$ cat config.mk
export PLATFORM = sky130hd
export DESIGN_NAME = system_mode_machine
export DESIGN_NICKNAME = d
export VERILOG_FILES = /design/src/hdl/mode_seq_pkg.sv /design/src/hdl/system_mode_machine.sv
export SDC_FILE = /design/constraint.sdc
export NUM_CORES = 1
export LEC_CHECK = 0
export BUFFER_PORTS_ARGS = -buffer_cell sky130_fd_sc_hd__buf_2
export CAP_MARGIN = 20
export CORE_ASPECT_RATIO = 0.9
export CORE_MARGIN = 5
export CORE_UTILIZATION = 58
export CTS_CLUSTER_DIAMETER = 60
export DETAILED_ROUTE_END_ITERATION = 7
export HOLD_SLACK_MARGIN = 0.05
export PLACE_DENSITY = 0.91
export REMOVE_ABC_BUFFERS = 1
export SLEW_MARGIN = 10
export SYNTH_ARGS = -nofsm -noshare
export SYNTH_HDL_FRONTEND = slang
export SYNTH_SLANG_ARGS = --single-unit
$ cat constraint.sdc
create_clock -name clk_sys -period 3.39 [get_ports clk_sys]
set_input_delay 0.678 -clock clk_sys [delete_from_list [all_inputs] [get_ports clk_sys]]
set_output_delay 0.678 -clock clk_sys [all_outputs]
set_load 0.005 [all_outputs]
$ cat src/hdl/mode_seq_pkg.sv
package mode_seq_pkg;

  localparam int  CLK_MHZ          = 200;
  localparam int  T_MOCH_NS        = 200;
  localparam int  T_SNM_US         = 100;
  localparam int  T_STARTUP_US     = 1000;
  localparam int  MOCH_CYC         = (T_MOCH_NS * CLK_MHZ) / 1000;
  localparam int  SNM_CYC          = (T_SNM_US * CLK_MHZ) + 1;
  localparam int  STARTUP_CYC      = T_STARTUP_US * CLK_MHZ;
  localparam int  CNT_W            = 20;

  localparam logic [3:0] SEL_FULL  = 4'hf;
  localparam logic [3:0] SEL_LOWP1 = 4'h6;
  localparam logic [3:0] SEL_RXO   = 4'h8;
  localparam logic [3:0] SEL_SLEEP = 4'h1;

  typedef enum logic [3:0] {
    ST_OFF      = 4'h0,
    ST_BOOT     = 4'h1,
    ST_BOOT_FAILURE_MODE = 4'h2,
    ST_CHECK    = 4'h3,
    ST_RESET    = 4'h4,
    ST_STANDBY  = 4'h5,
    ST_SLEEP    = 4'h6,
    ST_RXONLY   = 4'h7,
    ST_NORMAL   = 4'h8
  } sys_mode_e;

  typedef struct packed {
    logic       write;
    logic [3:0] field;
  } mode_cmd_s;

  typedef struct packed {
    logic bat_uv;
    logic overtemp;
  } health_s;

endpackage

$ cat src/hdl/system_mode_machine.sv
`timescale 1ns/1ps
`default_nettype none
module system_mode_machine
  import mode_seq_pkg::*;
#(
  parameter int STARTUP_LIMIT = STARTUP_CYC,
  parameter int SNM_TIME      = SNM_CYC
) (
  input  wire logic                    clk_sys,
  input  wire logic                    rst_b,
  input  wire mode_seq_pkg::health_s   health_raw,
  input  wire logic                    bus_dominant_raw,
  input  wire logic                    wake_pin_trig,
  input  wire logic                    wake_bus_trig,
  input  wire logic                    wake_pin_en,
  input  wire logic                    wake_bus_en,
  input  wire logic                    sleep_allowed,
  input  wire logic                    cfg_load_done,
  input  wire logic                    mem_check_ok,
  input  wire logic                    mem_check_fail,
  input  wire logic                    spi_msg_valid,
  input  wire mode_seq_pkg::mode_cmd_s mode_cmd,
  input  wire logic                    spi_sys_reset,
  input  wire logic                    limp_home_req,
  output logic [3:0]                   sys_mode,
  output logic                         direct_start_flag,
  output logic                         host_reset_n,
  output logic                         ext_supply_switch,
  output logic                         limp_home_out_n,
  output logic                         tx_enable,
  output logic                         rx_enable,
  output logic                         boot_ok_flag,
  output logic                         rouse_request,
  output logic                         rouse_source_chosen
);
  import mode_seq_pkg::*;

  sys_mode_e        state;
  sys_mode_e        next_state;
  logic [1:0]       uv_sync;
  logic [1:0]       ot_sync;
  logic [1:0]       dom_sync;
  logic             bat_uv;
  logic             overtemp;
  logic             dominant;
  logic [CNT_W-1:0] timer;
  logic             dom_at_entry;
  logic             spi_seen;
  logic             rouse_pend;
  logic             enter_boot;
  logic             enter_direct;
  logic             boot_pass;
  logic             next_direct;
  logic             next_host_rst_n;
  logic             next_ext_sw;
  logic             next_limp_n;
  logic             next_tx;
  logic             next_rx;
  logic             next_boot_ok;
  logic             next_rouse_req;

  // Modes in which the host runs and the mode field is obeyed
  function automatic logic is_op(input sys_mode_e s);
    return s == ST_STANDBY || s == ST_RXONLY || s == ST_NORMAL;
  endfunction

  // Modes that keep the external supply switched on
  function automatic logic is_powered(input sys_mode_e s);
    return s == ST_RESET || is_op(s);
  endfunction

  // Second stage only; first stage feeds nothing else
  assign bat_uv   = uv_sync[1];
  assign overtemp = ot_sync[1];
  assign dominant = dom_sync[1];

  always_ff @(posedge clk_sys or negedge rst_b) begin
    if (!rst_b) begin
      uv_sync  <= 2'h0;
      ot_sync  <= 2'h0;
      dom_sync <= 2'h0;
    end else begin
      uv_sync  <= {uv_sync[0], health_raw.bat_uv};
      ot_sync  <= {ot_sync[0], health_raw.overtemp};
      dom_sync <= {dom_sync[0], bus_dominant_raw};
    end
  end

  wire sel_full  = mode_cmd.field == SEL_FULL;
  wire sel_lowp1 = mode_cmd.field == SEL_LOWP1;
  wire sel_rxo   = mode_cmd.field == SEL_RXO;
  wire sel_sleep = mode_cmd.write &&
                   mode_cmd.field == SEL_SLEEP;
  wire src_any   = wake_pin_en || wake_bus_en;
  wire wake_hit  = (wake_pin_trig && wake_pin_en) ||
                   (wake_bus_trig && wake_bus_en);
  wire op_mode   = is_op(state);
  wire boot_tmo  = timer >= CNT_W'(STARTUP_LIMIT);
  wire snm_up    = timer >= CNT_W'(SNM_TIME);
  wire snm_done  = snm_up || !dominant;
  wire snm_pass  = snm_up && dominant && dom_at_entry &&
                   !spi_seen;
  wire mode_ok   = sel_full || sel_lowp1 || sel_rxo;

  // Priority 1..3: undervoltage, SPI reset, overtemperature
  always_comb begin
    next_state = state;
    if (bat_uv) begin
      next_state = ST_OFF;
    end else if (spi_sys_reset && state != ST_OFF) begin
      next_state = ST_BOOT;
    end else if (overtemp && state == ST_NORMAL) begin
      next_state = ST_STANDBY;
    end else begin
      case (state)
        ST_OFF: begin
          next_state = ST_BOOT;
        end
        ST_BOOT: begin
          if (mem_check_fail || boot_tmo) begin
            next_state = ST_BOOT_FAILURE_MODE;
          end else if (cfg_load_done && mem_check_ok) begin
            next_state = ST_CHECK;
          end
        end
        ST_BOOT_FAILURE_MODE: begin
          next_state = ST_BOOT_FAILURE_MODE;
        end
        ST_CHECK: begin
          if (snm_pass) begin
            next_state = ST_NORMAL;
          end else if (snm_done || spi_seen) begin
            next_state = ST_RESET;
          end
        end
        ST_RESET: begin
          if (timer >= CNT_W'(MOCH_CYC)) begin
            next_state = ST_STANDBY;
          end
        end
        ST_SLEEP: begin
          if (rouse_pend || !src_any) begin
            next_state = ST_RESET;
          end
        end
        default: begin
          if (sel_sleep && sleep_allowed && src_any &&
              !rouse_pend) begin
            next_state = ST_SLEEP;
          end else if (sel_full && !overtemp) begin
            next_state = ST_NORMAL;
          end else if (sel_rxo) begin
            next_state = ST_RXONLY;
          end else if (sel_lowp1) begin
            next_state = ST_STANDBY;
          end
        end
      endcase
    end
  end

  always_ff @(posedge clk_sys or negedge rst_b) begin
    if (!rst_b) begin
      state <= ST_OFF;
      timer <= '0;
    end else begin
      state <= next_state;
      if (next_state != state) begin
        timer <= '0;
      end else if (!timer[CNT_W-1]) begin
        timer <= timer + CNT_W'(1);
      end
    end
  end

  always_ff @(posedge clk_sys or negedge rst_b) begin
    if (!rst_b) begin
      dom_at_entry <= 1'b0;
      spi_seen     <= 1'b0;
    end else begin
      if (state == ST_BOOT) begin
        dom_at_entry <= dominant;
      end
      // Cleared only on entry, so messages during boot still count
      if (enter_boot) begin
        spi_seen <= 1'b0;
      end else if (spi_msg_valid) begin
        spi_seen <= 1'b1;
      end
    end
  end

  // Event set wins over clearing on leaving Sleep
  always_ff @(posedge clk_sys or negedge rst_b) begin
    if (!rst_b) begin
      rouse_pend <= 1'b0;
    end else if (wake_hit) begin
      rouse_pend <= 1'b1;
    end else if (state == ST_SLEEP && next_state != ST_SLEEP) begin
      rouse_pend <= 1'b0;
    end else if (op_mode && !wake_hit) begin
      rouse_pend <= 1'b0;
    end
  end

  assign enter_boot   = state != ST_BOOT && next_state == ST_BOOT;
  assign enter_direct = state == ST_CHECK && next_state == ST_NORMAL;
  assign boot_pass    = state == ST_BOOT && next_state == ST_CHECK;

  // Outputs decode next_state so the mode pins move with sys_mode; rouse_request follows rouse_pend and wake_hit
  assign next_direct     = enter_direct ||
                           (direct_start_flag &&
                            next_state != ST_BOOT);
  assign next_host_rst_n = is_op(next_state);
  assign next_ext_sw     = is_powered(next_state);
  // Host limp request overrides every mode
  assign next_limp_n     = !(next_state == ST_BOOT_FAILURE_MODE ||
                             limp_home_req);
  assign next_tx         = next_state == ST_NORMAL;
  assign next_rx         = next_state == ST_NORMAL ||
                           next_state == ST_RXONLY;
  // Pass flag lasts until the next boot starts
  assign next_boot_ok    = boot_pass ||
                           (boot_ok_flag &&
                            next_state != ST_BOOT);
  assign next_rouse_req  = rouse_pend || wake_hit;

  // Mode code mirrors the state register
  always_ff @(posedge clk_sys or negedge rst_b) begin
    if (!rst_b) begin
      sys_mode <= ST_OFF;
    end else begin
      sys_mode <= next_state;
    end
  end

  // Host-facing pins; reset pin held low until an operating mode
  always_ff @(posedge clk_sys or negedge rst_b) begin
    if (!rst_b) begin
      host_reset_n      <= 1'b0;
      ext_supply_switch <= 1'b0;
      limp_home_out_n   <= 1'b1;
    end else begin
      host_reset_n      <= next_host_rst_n;
      ext_supply_switch <= next_ext_sw;
      limp_home_out_n   <= next_limp_n;
    end
  end

  // Bus enables
  always_ff @(posedge clk_sys or negedge rst_b) begin
    if (!rst_b) begin
      tx_enable <= 1'b0;
      rx_enable <= 1'b0;
    end else begin
      tx_enable <= next_tx;
      rx_enable <= next_rx;
    end
  end

  // Status flags
  always_ff @(posedge clk_sys or negedge rst_b) begin
    if (!rst_b) begin
      direct_start_flag <= 1'b0;
      boot_ok_flag      <= 1'b0;
    end else begin
      direct_start_flag <= next_direct;
      boot_ok_flag      <= next_boot_ok;
    end
  end

  // Wake status; source choice is one cycle late, as a plain level
  always_ff @(posedge clk_sys or negedge rst_b) begin
    if (!rst_b) begin
      rouse_request       <= 1'b0;
      rouse_source_chosen <= 1'b0;
    end else begin
      rouse_request       <= next_rouse_req;
      rouse_source_chosen <= src_any;
    end
  end

endmodule
`default_nettype wire

==> Word-level counts from Yosys, hierarchy flattened <==
Index checks and enable logic that the tools add are counted.
{ "totals": {"regBits": 42, "latchBits": 0, "ram_bits": 0, "mem_bits_ro": 0, "input_bits": 21, "out_inout_bits": 13, "memories": 0} }
{ "classes": {"add_sub_neg": 1, "mul": 0, "n_div": 0, "n_lt_le_gt_ge": 3, "n_eq_ne": 24, "shifts": 0, "n_mux": 21, "n_bitwise": 0, "n_reduce_logical": 47} }
{ "ops": {"columns": ["op", "n"], "rows": [
  ["two-way mux 4 bit", 13],
  ["two-way mux 20 bit", 2],
  ["== test 4 x 3 -> 1 bit, second input constant", 8],
  ["one-hot mux 4 bit (6 select lines)", 1],
  ["adder 20 x 1 -> 20 bit, second input constant", 1],
  [">= comparator 20 x 15 -> 1 bit, second input constant", 1],
  [">= comparator 20 x 18 -> 1 bit, second input constant", 1],
  [">= comparator 20 x 6 -> 1 bit, second input constant", 1],
  ["logical AND 1 bit", 20],
  ["== test 4 x 2 -> 1 bit, second input constant", 4],
  ["== test 4 bit, second input constant", 4],
  ["logical OR 1 bit", 16],
  ["== test 4 x 1 -> 1 bit, second input constant", 3],
  ["inequality test 4 x 1 -> 1 bit, second input constant", 2],
  ["logical NOT 1 bit", 7],
  ["two-way mux 1 bit", 5],
  ["logical NOT 4 bit", 1],
  ["inequality test 4 x 3 -> 1 bit, second input constant", 1],
  ["inequality test 4 bit", 1],
  ["nonzero test 4 bit", 1],
  ["nonzero test 3 bit", 1],
  ["inequality test 2 x 1 -> 1 bit, second input constant", 1],
  ["nonzero test 2 bit", 1]
]} }

==> Logic depth before layout (Yosys ltp) <==
Gate-level depths: netlist of run 1.
{ "depth": {"depth_word": 14, "ltp_mapped": 11, "ltp_nobuf": 10} }

==> Least setup slack after synthesis of run 1 <==
Ideal clock, no wire load.
{ "synth_timing": {"path_type": "input-to-reg", "from": "input mode_cmd[3] (netlist bit)", "to": "register timer[10]", "setup_ns": 0.149, "arrival_ns": 2.403, "required_time_ns": 3.241, "slack_ns": 0.838, "stages": 8, "n_path_buf": 1, "path_cell_list": "nand4b_1 o41ai_2 a221oi_1 a211oi_1 a31oi_2 xnor2_1 buf_2 nor4_2"} }
{ "synth_between": {"elab_chain_cells": 12, "word_cells_on_any_way": 20} }
{ "synth_lines": {"columns": ["element", "line_no", "rtl"], "rows": [
  ["start, declared", "system_mode_machine.sv:22", "input wire mode_seq_pkg::mode_cmd_s mode_cmd,"],
  ["branches (longest 5 deep; another with == test 4 x 3 -> 1 bit)", null, null],
  ["two-way mux 4 bit *", "system_mode_machine.sv:147", "if (sel_sleep && sleep_allowed && src_any &&"],
  ["one-hot mux 4 bit (6 select lines) *", "system_mode_machine.sv:115", "case (state)"],
  ["two-way mux 4 bit *", "system_mode_machine.sv:112", "end else if (overtemp && state == ST_NORMAL) begin"],
  ["two-way mux 4 bit *", "system_mode_machine.sv:110", "end else if (spi_sys_reset && state != ST_OFF) begin"],
  ["two-way mux 4 bit *", "system_mode_machine.sv:108", "if (bat_uv) begin"],
  ["named net next_state[0]", "system_mode_machine.sv:39", "sys_mode_e next_state;"],
  ["inequality test 4 bit *", "system_mode_machine.sv:168", "if (next_state != state) begin"],
  ["inequality test 2 x 1 -> 1 bit (no line) or two-way mux 20 bit (tied branches)", null, null],
  ["end signal, assigned", "system_mode_machine.sv:171", "timer <= timer + CNT_W'(1);"],
  ["end, declared", "system_mode_machine.sv:46", "logic [CNT_W-1:0] timer;"]
]} }
Mark *: on every way through the listed nets, which the timed path passes.
A chain may end at the register's enable or synchronous reset.

==> Worst setup path in the final report of run 1 <==
{ "layout_timing": {"from": "register timer[15]", "to": "register timer[18]"} }
{ "layout_between": {"elab_chain_cells": 11, "word_cells_on_any_way": 22} }
{ "layout_lines": {"columns": ["element", "line_no", "rtl"], "rows": [
  [">= comparator 20 x 15 -> 1 bit", "system_mode_machine.sv:99", "wire snm_up = timer >= CNT_W'(SNM_TIME);"],
  ["logical OR 1 bit or logical AND 1 bit (tied branches)", "system_mode_machine.sv:100, system_mode_machine.sv:101", null],
  ["logical OR 1 bit or logical AND 1 bit (tied branches)", "system_mode_machine.sv:132, system_mode_machine.sv:101", null],
  ["two-way mux 4 bit or logical AND 1 bit (tied branches)", "system_mode_machine.sv:132, system_mode_machine.sv:101", null],
  ["two-way mux 4 bit", "system_mode_machine.sv:130", "if (snm_pass) begin"],
  ["one-hot mux 4 bit (6 select lines)", "system_mode_machine.sv:115", null],
  ["two-way mux 4 bit", "system_mode_machine.sv:112", null],
  ["two-way mux 4 bit", "system_mode_machine.sv:110", null],
  ["two-way mux 4 bit", "system_mode_machine.sv:108", null],
  ["inequality test 4 bit", "system_mode_machine.sv:168", null],
  ["inequality test 2 x 1 -> 1 bit (no line) or two-way mux 20 bit (tied branches)", null, null]
]} }
Several ways; a longest one is shown, not always the timed one. The select of a mux whose other input is x is not followed.

==> results of run 1 <==
-- cell usage in the layout (no fill, tap or decap), types with 2 or more instances in the layout --
cell,count
ha_1,3
nand4b_1,3
nor4_2,19
nand3_1,12
xor2_1,11
inv_1,9
nor4b_1,3
nand2_1,16
nor2_1,14
a211o_1,4
or3_1,2
a21o_1,3
nor3_1,8
dfrtp_1,41
and2_1,2
a211oi_1,3
o211ai_1,2
and3_1,2
clkbuf_8,6
buf_4,6
nand4_1,6
nor2b_1,4
buf_2,33
o21ai_0,6
xnor2_1,7
nor4_1,6
or2_2,3
a31oi_1,2
o21ai_1,4
nand2b_1,5
a21oi_1,6
-- cell families after synthesis --
group | synth area share (%)
XOR/XNOR | 6.53
AO/OA/AOI/OAI | 14.3
adder cells (fa/ha/maj) | 1.47
flip-flops | 41.3
multiplexers | 0.835
AND/OR/NAND/NOR | 31.1
buffers and inverters | 4.52
-- area by class of cell --
| type | count | area [µm²] | share of cell area (%) |
|---|---|---|---|
| clock buffer | 7 | 86.3 | 3.02 |
| clock inverter | 1 | 5.00 | 0.175 |
| inverter | 10 | 37.5 | 1.31 |
| multi-input combinational | 184 | 1390 | 48.6 |
| sequential | 42 | 1050 | 36.9 |
| tap | 60 | 75.1 | 2.63 |
| timing repair buffer | 39 | 210 | 7.36 |
-- final timing paths --
path / cells past startpoint / slack [ns] / start / endpoint
max reg2reg: 7 / 0.36 / timer[15] / timer[18]
min reg2reg: 0 / 0.35 / ot_sync[0] / ot_sync[1]
max: 7 / 0.36 / timer[15] / timer[18]
max in group asynchronous: 1 / 2.33 / rst_b / ot_sync[1]
min: 0 / 0.35 / ot_sync[0] / ot_sync[1]
min in group asynchronous: 1 / 0.49 / rst_b / rouse_source_chosen
-- registers in the layout, indices dropped and copies added, names as in the netlist --
signal               cells
ot_sync                  2
tx_enable                1
rouse_request            1
dom_sync                 2
dom_at_entry             1
uv_sync                  2
timer                   20
host_reset_n             1
sys_mode                 4
limp_home_out_n          1
boot_ok_flag             1
rx_enable                1
direct_start_flag        1
ext_supply_switch        1
rouse_source_chosen      1
rouse_pend               1
spi_seen                 1
-- per-layer routing --
| layer | global-route usage, % | up-vias |
|---|---|---|
| met2 | 32.8 | 100 |
| met5 | 0 | - |
| met3 | 6.67 | 15 |
| met1 | 30.0 | 1023 |
| li1 | - | 993 |
| met4 | 5.44 | 0 |
-- report_power, final --
part / switching, mW / internal [mW] / total [mW]
Clock: 0.166 / 0.164 / 0.331
Combinational: 0.168 / 0.104 / 0.272
Sequential: 0.0384 / 0.532 / 0.570
Total: 0.373 / 0.800 / 1.17
-- stage by stage --
| step | util (%) | hold WS, ns | power (mW) |
|---|---|---|---|
| 4_1_cts | 68.7 | 0.358 | 1.18 |
| 3_5_place_dp | 66.5 | 0.340 | 0.846 |
| 5_1_grt | 68.7 | 0.367 | 1.24 |
| 6_report | 68.7 | 0.354 | 1.17 |
| 2_1_floorplan | - | 0.331 | 0.743 |
| 3_3_place_gp | 66.5 | 0.332 | 0.835 |
-- worst max-delay path, cell delays in order, from the launching register on --
cell	delay [ns]
dfrtp_1	0.44
or4_4	0.59
a211oi_4	0.32
or4b_1	0.50
a2bb2oi_2	0.19
nor3_1	0.07
nand3b_4	0.42
nor4_2	0.40
==> run metrics, run 1 <==
setup TNS=0 ns; Rel. slew slack=40.7%; top cells by count, synth=dfrtp_1, nor4_2, nand2_1; H-tree lvl count=2; Fin. Hold Viols=0; Worst-Margin Slew=0.890 ns; Die H=72.9 µm; ys async rst share=100%; DRC Markers=0; antenna diode count=0; area grow syn2layout=12.0%; remaining antenna violation count=0; metal3 WL=473 µm; DR top layer=met4; dpl hpwl=4.11 mm; First-pass DRT Iterations=5; die area=5820 µm²; final worst setup slack=0.361 ns; Yosys top cell area share=40.3%; crit end category=flop; Leak=1.23 nW; final setup skew=0.00302 ns; initial antenna violation count=0; Worst EP arrival=3.23 ns; vias=2131; core area=4160 µm²; clk slew on worst S/H paths=0.07 ns; dpl cells=335; Final #Nets=306; biggest area consumer among synthesized cells=dfrtp_1; DR WL/cell=16.4 µm; Root Buffer=clkbuf_8; GP Congestion=0.924; syn avg cell area=10.2 µm²; layout cells sized above 1=28.3%; placed inst area=2760 µm²; Slew Viols, Final=0; post-cts resize count=0; FMAX=0.330 GHz; cell area power density=411 nW/µm²; peak supply drop=0.000354 V; hold buffers post-CTS=0; Filler Cells Inserted=303; 1st-iter DRT viols=361; Yosys Warn Count=0; Starting Density=61.3%; synth top area cells=dfrtp_1, nor4_2, xor2_1; dpl ws=0.393 ns; Die Wd=79.9 µm; Final Setup Violations=0; status=complete, no violations; synth unique cells=61; first-pass GRT wire length=9.72 mm; worst hold-check path type=reg -> reg; setup bufs post-CTS=0; TritonCTS clock tree=done; RSZ-0062 raised after global routing=false; Top FF cell, synth=dfrtp_1; GRT overflow=0; Post-Syn Area=2550 µm²; Post-synth EDFFs=0; CTS Sinks=42; Seq/Total Area, Yosys=41.3%; Worst Setup Start Kind=flop; min Tclk post-route=3.03 ns; Vias/cell=6.21; crit path kind=reg -> reg; Synth Register Bits=42; max cap viols=0; IO Pins=34; routed wire length=5.63 mm; DR WL met2=2.54 mm; Total GRT Usage=21.5%; met1 wire length=2.53 mm; Final period util=89.4%; instance count of the mapped netlist=250; vias in the first global route=2003; Final Instance Count excl. Fillers=343; Design Area, Final=2860 µm²; CP Max Fanout=20; clk buf depth=2; largest net degree at the start of global routing=43; Worst EP required=3.59 ns; CTS buffer count=5; IO Port Bufs=33; Clock Latency Late Sink=0.30 ns; most common cell in the synthesized netlist=dfrtp_1; FP Rows=22
(Power assumes the default switching activity.)
==> run 2, diff against run 1 <==
CORE_MARGIN = 4   (was 5)
clock period = 2.8 ns   (was 3.39 ns; I/O delays follow)
==> run 2 against run 1 <==
Effect of this change: the flow now finishes with violations (setup timing); via count increased by 12%; fmax increased by 8.1%; hold slack got worse by 0.0039 ns; count of clock-buffer cells in the layout is 1 lower; sequential power up 19%; die area decreased by 5.2%; cell count grew 4.1%; global-route usage grew 3.7 points; worst setup slack worse by 0.36 ns; sequential share of layout area shrank 3.2 points.
==> run metrics, run 2 (synthesis results as in run 1) <==
sw frac=32.0%; GRT overflow=0; Clock Latency Late Sink=0.30 ns; IO Pins=34; Sequential Power Share=43.3%; min Tclk post-route=2.80 ns; max reg flops=20; Largest regs=timer x20, sys_mode x4; die area=5520 µm²; Filler Cells Inserted=245; max cap viols=0; core area=4160 µm²; commonest non-fill, non-tap cells in the layout=dfrtp_1, buf_2, nand2_1; crit path kind=reg -> reg; first-pass GRT wire length=11.0 mm; H-tree lvl count=2; Int Power=1.07 mW; Multi-input gate area=1540 µm²; 1st-iter DRT viols=366; Total GRT Usage=25.1%; CTS buffer count=5; DRC Markers=0; failing checks=setup timing; status=finished with violations; layout cells sized above 1=34.3%; worst hold-check path type=reg -> reg; most common cell after layout, fill and taps aside=dfrtp_1; WHS=0.350 ns; area grow syn2layout=22.7%; clk buf depth=2; Worst EP required=3.01 ns; GP Congestion=1.02; Net Switching=0.501 mW; Die Wd=77.9 µm; vias in the first global route=2196; cell area power density=501 nW/µm²; RSZ-0062 raised after global routing=true; Worst EP arrival=3.01 ns; IO Port Bufs=33; dpl ws=-0.0982 ns; Final #Nets=320; initial antenna violation count=0; clk slew on worst S/H paths=0.08 ns; remaining antenna violation count=0; Leak=1.34 nW; final worst setup slack=-0.00201 ns; peak supply drop=0.000381 V; Worst Setup Start Kind=flop; Rel. slew slack=40.6%; TritonCTS clock tree=done; Final period util=100%; total chip power=1.57 mW; CP Max Fanout=5; largest net degree at the start of global routing=43; antenna diode count=0; Worst-Margin Slew=0.892 ns; Clock power frac=30.4%; Largest Register=timer; Slew Viols, Final=0; dpl hpwl=4.31 mm; Root Buffer=clkbuf_8; FF/Latch Area=1050 µm²; Fin. Hold Viols=0; Starting Density=61.3%; final setup skew=0.00470 ns; crit end category=flop; First-pass DRT Iterations=6; FP Rows=22; FMAX=0.357 GHz; vias=2385; CTS Sinks=42; routed wire length=7.17 mm; Final Setup Violations=1; Vias/cell=6.68; DR WL/cell=20.1 µm; fin util=75.3%; combinational power share=26.3%; setup TNS=-0.00201 ns; Die H=70.9 µm
==> run 2: changes by cell type in the layout (fill, tap and decap cells not counted), moves of 2 or more <==
cell	before	now
o21ai_1	4	2
nor4_4	1	6
nand3b_4	1	4
nor4_2	19	15
buf_4	6	15
==> run 2: final timing paths <==
check / start / to / slack (ns) / cells past startpoint
max: timer[18] / timer[17] / -0.002 / 7
min: ot_sync[0] / ot_sync[1] / 0.35 / 0
max reg2reg: timer[18] / timer[17] / -0.002 / 7
min reg2reg: ot_sync[0] / ot_sync[1] / 0.35 / 0
max in group asynchronous: rst_b / sys_mode[2] / 1.82 / 1
min in group asynchronous: rst_b / rouse_request / 0.38 / 1
==> run 2: layer usage <==
layer	wire, µm	share of wire, %	up-vias	track usage (%)
met5	0	0	-	0
met4	325	4.5	0	10.3
met3	748	10	45	5.98
li1	-	-	1036	-
met1	2770	39	1126	32.2
met2	3320	46	178	41.0
==> run 2: worst max-delay path: stages, from the launching register on <==
cell and delay [ns]:
dfrtp_1 0.44, or4_4 0.57, a211oi_4 0.27, or4b_4 0.52, a2bb2oi_4 0.20, nor3_2 0.10
nand3b_4 0.26, nor4_2 0.34
==> run 2: what timing repair did <==
action | in CTS | in global routing
pin swaps | 1 | 8
resized for setup | 5 | 15
endpoints found under the setup margin | 20 | 27
buffers inserted | 0 | 2
hold buffers | 0 | 0
cloned | 2 | 1
==> run 2: power groups by stage <==
stage	combinational (mW)	sequential, mW	clock (mW)
final	0.412	0.679	0.476
after detailed placement	0.360	0.688	0
after global routing	0.444	0.685	0.508
after floorplan	0.210	0.690	0
after CTS	0.372	0.677	0.474
after global placement	0.349	0.685	0
==> run 2: layout make-up <==
cell class / count / share of cell area, %
Clock buffer: 6 / 2.32
Sequential cell: 42 / 33.7
Timing Repair Buffer: 50 / 9.88
Inverter: 10 / 1.20
Multi-Input combinational cell: 187 / 49.3
Clock inverter: 2 / 1.20
Tap cell: 60 / 2.40
==> run 2: per-stage QoR <==
| stage | std cells | cell area (µm²) |
|---|---|---|
| CTS | 354 | 3020 |
| floorplan | 236 | 2470 |
| detailed placement | 344 | 2840 |
| global route | 357 | 3130 |
| global placement | 344 | 2840 |
| finish | 357 | 3130 |
==> run 3, diff against run 2 <==
CORE_UTILIZATION = 45   (was 58)
PLACE_DENSITY = 0.76   (was 0.91)
==> run 3 against run 2 <==
Effect of this change: the run now ends clean; design area is 3.6% lower; total power is 6.7% lower; combinational power is 5.1% lower; clock power is 17% lower; clock skew is 0.0026 ns higher; die area is 26% higher; cell count is 1.7% higher; sequential share of layout area is 1.2 points higher; via count is 9.7% lower; worst setup slack better by 0.053 ns; fmax is 1.9% higher; critical path type unchanged; critical endpoint is now timer[18]; largest power group unchanged.
==> run metrics, run 3 (synthesis results as in run 1) <==
CP Max Fanout=10; area grow syn2layout=18.4%; peak supply drop=0.000281 V; Rel. slew slack=38.7%; largest net degree at the start of global routing=43; CP cell instances=or4_4, a211oi_4, or4b_1, a2bb2oi_2, nor3_1, nand3b_4, nor4_2; Critical Path Source=timer[18]; final setup skew=0.00733 ns; H-tree lvl count=2; FMAX=0.364 GHz; Vias/cell=5.93; Final Instance Count excl. Fillers=363; cell area power density=485 nW/µm²; Final #Nets=319; most common cell after layout, fill and taps aside=dfrtp_1; min Tclk post-route=2.75 ns; fin util=56.1%; DR WL/cell=17.8 µm; setup bufs post-CTS=0; WP buf/inv=0; Total GRT Usage=19.3%; crit end category=flop; Starting Density=47.4%; Worst EP arrival=2.95 ns; Leak=1.31 nW; Fin. Hold Viols=0; Clock power frac=26.9%; GP Congestion=0.925; clk buf depth=2; worst hold-check path type=reg -> reg; Sequential Power Share=46.3%; IO Pins=34; FP Rows=25; dpl hpwl=4.41 mm; sw frac=33.1%; Worst R2R End=timer[18]; Slew Viols, Final=0; Largest regs=timer x20, sys_mode x4; TritonCTS clock tree=done; Final Setup Violations=0; GRT overflow=0; remaining antenna violation count=0; Worst EP required=3.00 ns; Die H=79.4 µm; max cap viols=0; Net Switching=0.484 mW; first-pass GRT wire length=10.4 mm; 1st-iter DRT viols=186; vias in the first global route=2103; commonest non-fill, non-tap cells in the layout=dfrtp_1, buf_2, nor4_2; max reg flops=20; layout cells sized above 1=32.8%; clk slew on worst S/H paths=0.08 ns; R2R depth=7; First-pass DRT Iterations=4; crit path kind=reg -> reg; Clock Latency Late Sink=0.30 ns; Root Buffer=clkbuf_8; Critical Path Slowest Stage Cell=or4_4; CTS Sinks=42; antenna diode count=0; Worst R2R Setup Slack=0.05 ns; CTS buffer count=5; vias=2154; die area=6930 µm²; critical path's largest stage delay=0.55 ns; Worst Setup Start Kind=flop; Largest Register=timer; status=complete, no violations; routed wire length=6.45 mm; Worst-Margin Slew=0.920 ns; dpl cells=354; Die Wd=87.3 µm; r2r startpoint=timer[18]; initial antenna violation count=0; RSZ-0062 raised after global routing=true; Worst path depth=7; cell family with most CP delay=simple AND/OR/NAND/NOR gates; DRC Markers=0; core area=5380 µm²; Int Power=0.979 mW; IO Port Bufs=33; CP endpoint=timer[18]; Final period util=98.2%; combinational power share=26.7%
==> run 3: changes by cell type in the layout (fill, tap and decap cells not counted), sizes merged <==
cell	delta
bufinv	-1
buf	+1
clkbuf	-1
nand3b	-2
clkinv	+2
==> run 3: how the worst min path moves through the flow <==
stage                           from           end  slack [ns]  depth (start not counted)
floorplan                      rst_b  boot_ok_flag        0.26                          0
global placement         dom_sync[0]   dom_sync[1]        0.33                          0
detailed placement        uv_sync[0]    uv_sync[1]        0.34                          0
CTS                 bus_dominant_raw   dom_sync[0]        0.36                          1
global route           health_raw[0]    ot_sync[0]        0.35                          1
finish                    uv_sync[0]    uv_sync[1]        0.36                          0
==> run 3: what timing repair did <==
| item | in CTS | in global routing |
|---|---|---|
| pin swaps | 0 | 2 |
| setup endpoints to repair | 10 | 21 |
| resized for setup | 2 | 3 |
| hold buffers | 0 | 0 |
| cloned | 1 | 0 |
==> run 3: per-stage QoR <==
stage | cell area (µm²) | total power, mW | hold WS, ns | setup TNS, ns | setup WS (ns)
final | 3020 | 1.46 | 0.358 | 0 | 0.0511
after global routing | 3020 | 1.54 | 0.352 | -0.242 | -0.0438
after CTS | 3000 | 1.47 | 0.360 | 0 | 0.0374
after detailed placement | 2890 | 1.07 | 0.342 | -0.0624 | -0.0236
after global placement | 2890 | 1.06 | 0.332 | 0 | 0.0738
after floorplan | 2470 | 0.900 | 0.264 | -15.50 | -0.778
==> run 3: power groups by stage <==
stage                     registers (mW)  logic [mW]  clock network [mW]
after detailed placement           0.690       0.377                   0
after floorplan                    0.690       0.210                   0
final                              0.678       0.391               0.394
after global routing               0.683       0.428               0.431
after CTS                          0.678       0.385               0.404
after global placement             0.687       0.372                   0
==> run 3: per-layer routing <==
metal	GRT usage, %	up-vias	routed length [µm]
li1	-	1026	-
met5	0	-	0
met1	27.4	1030	2910
met4	6.90	0	89
met2	28.6	89	2890
met3	4.54	9	561
==> run 3: layout make-up <==
type	instances	area, µm²
clock buffer	5	68.8
clock inverter	3	21.3
fill	487	2360
inverter	10	37.5
multi-input combinational	185	1430
sequential	42	1050
tap	67	83.8
timing repair buffer	51	325
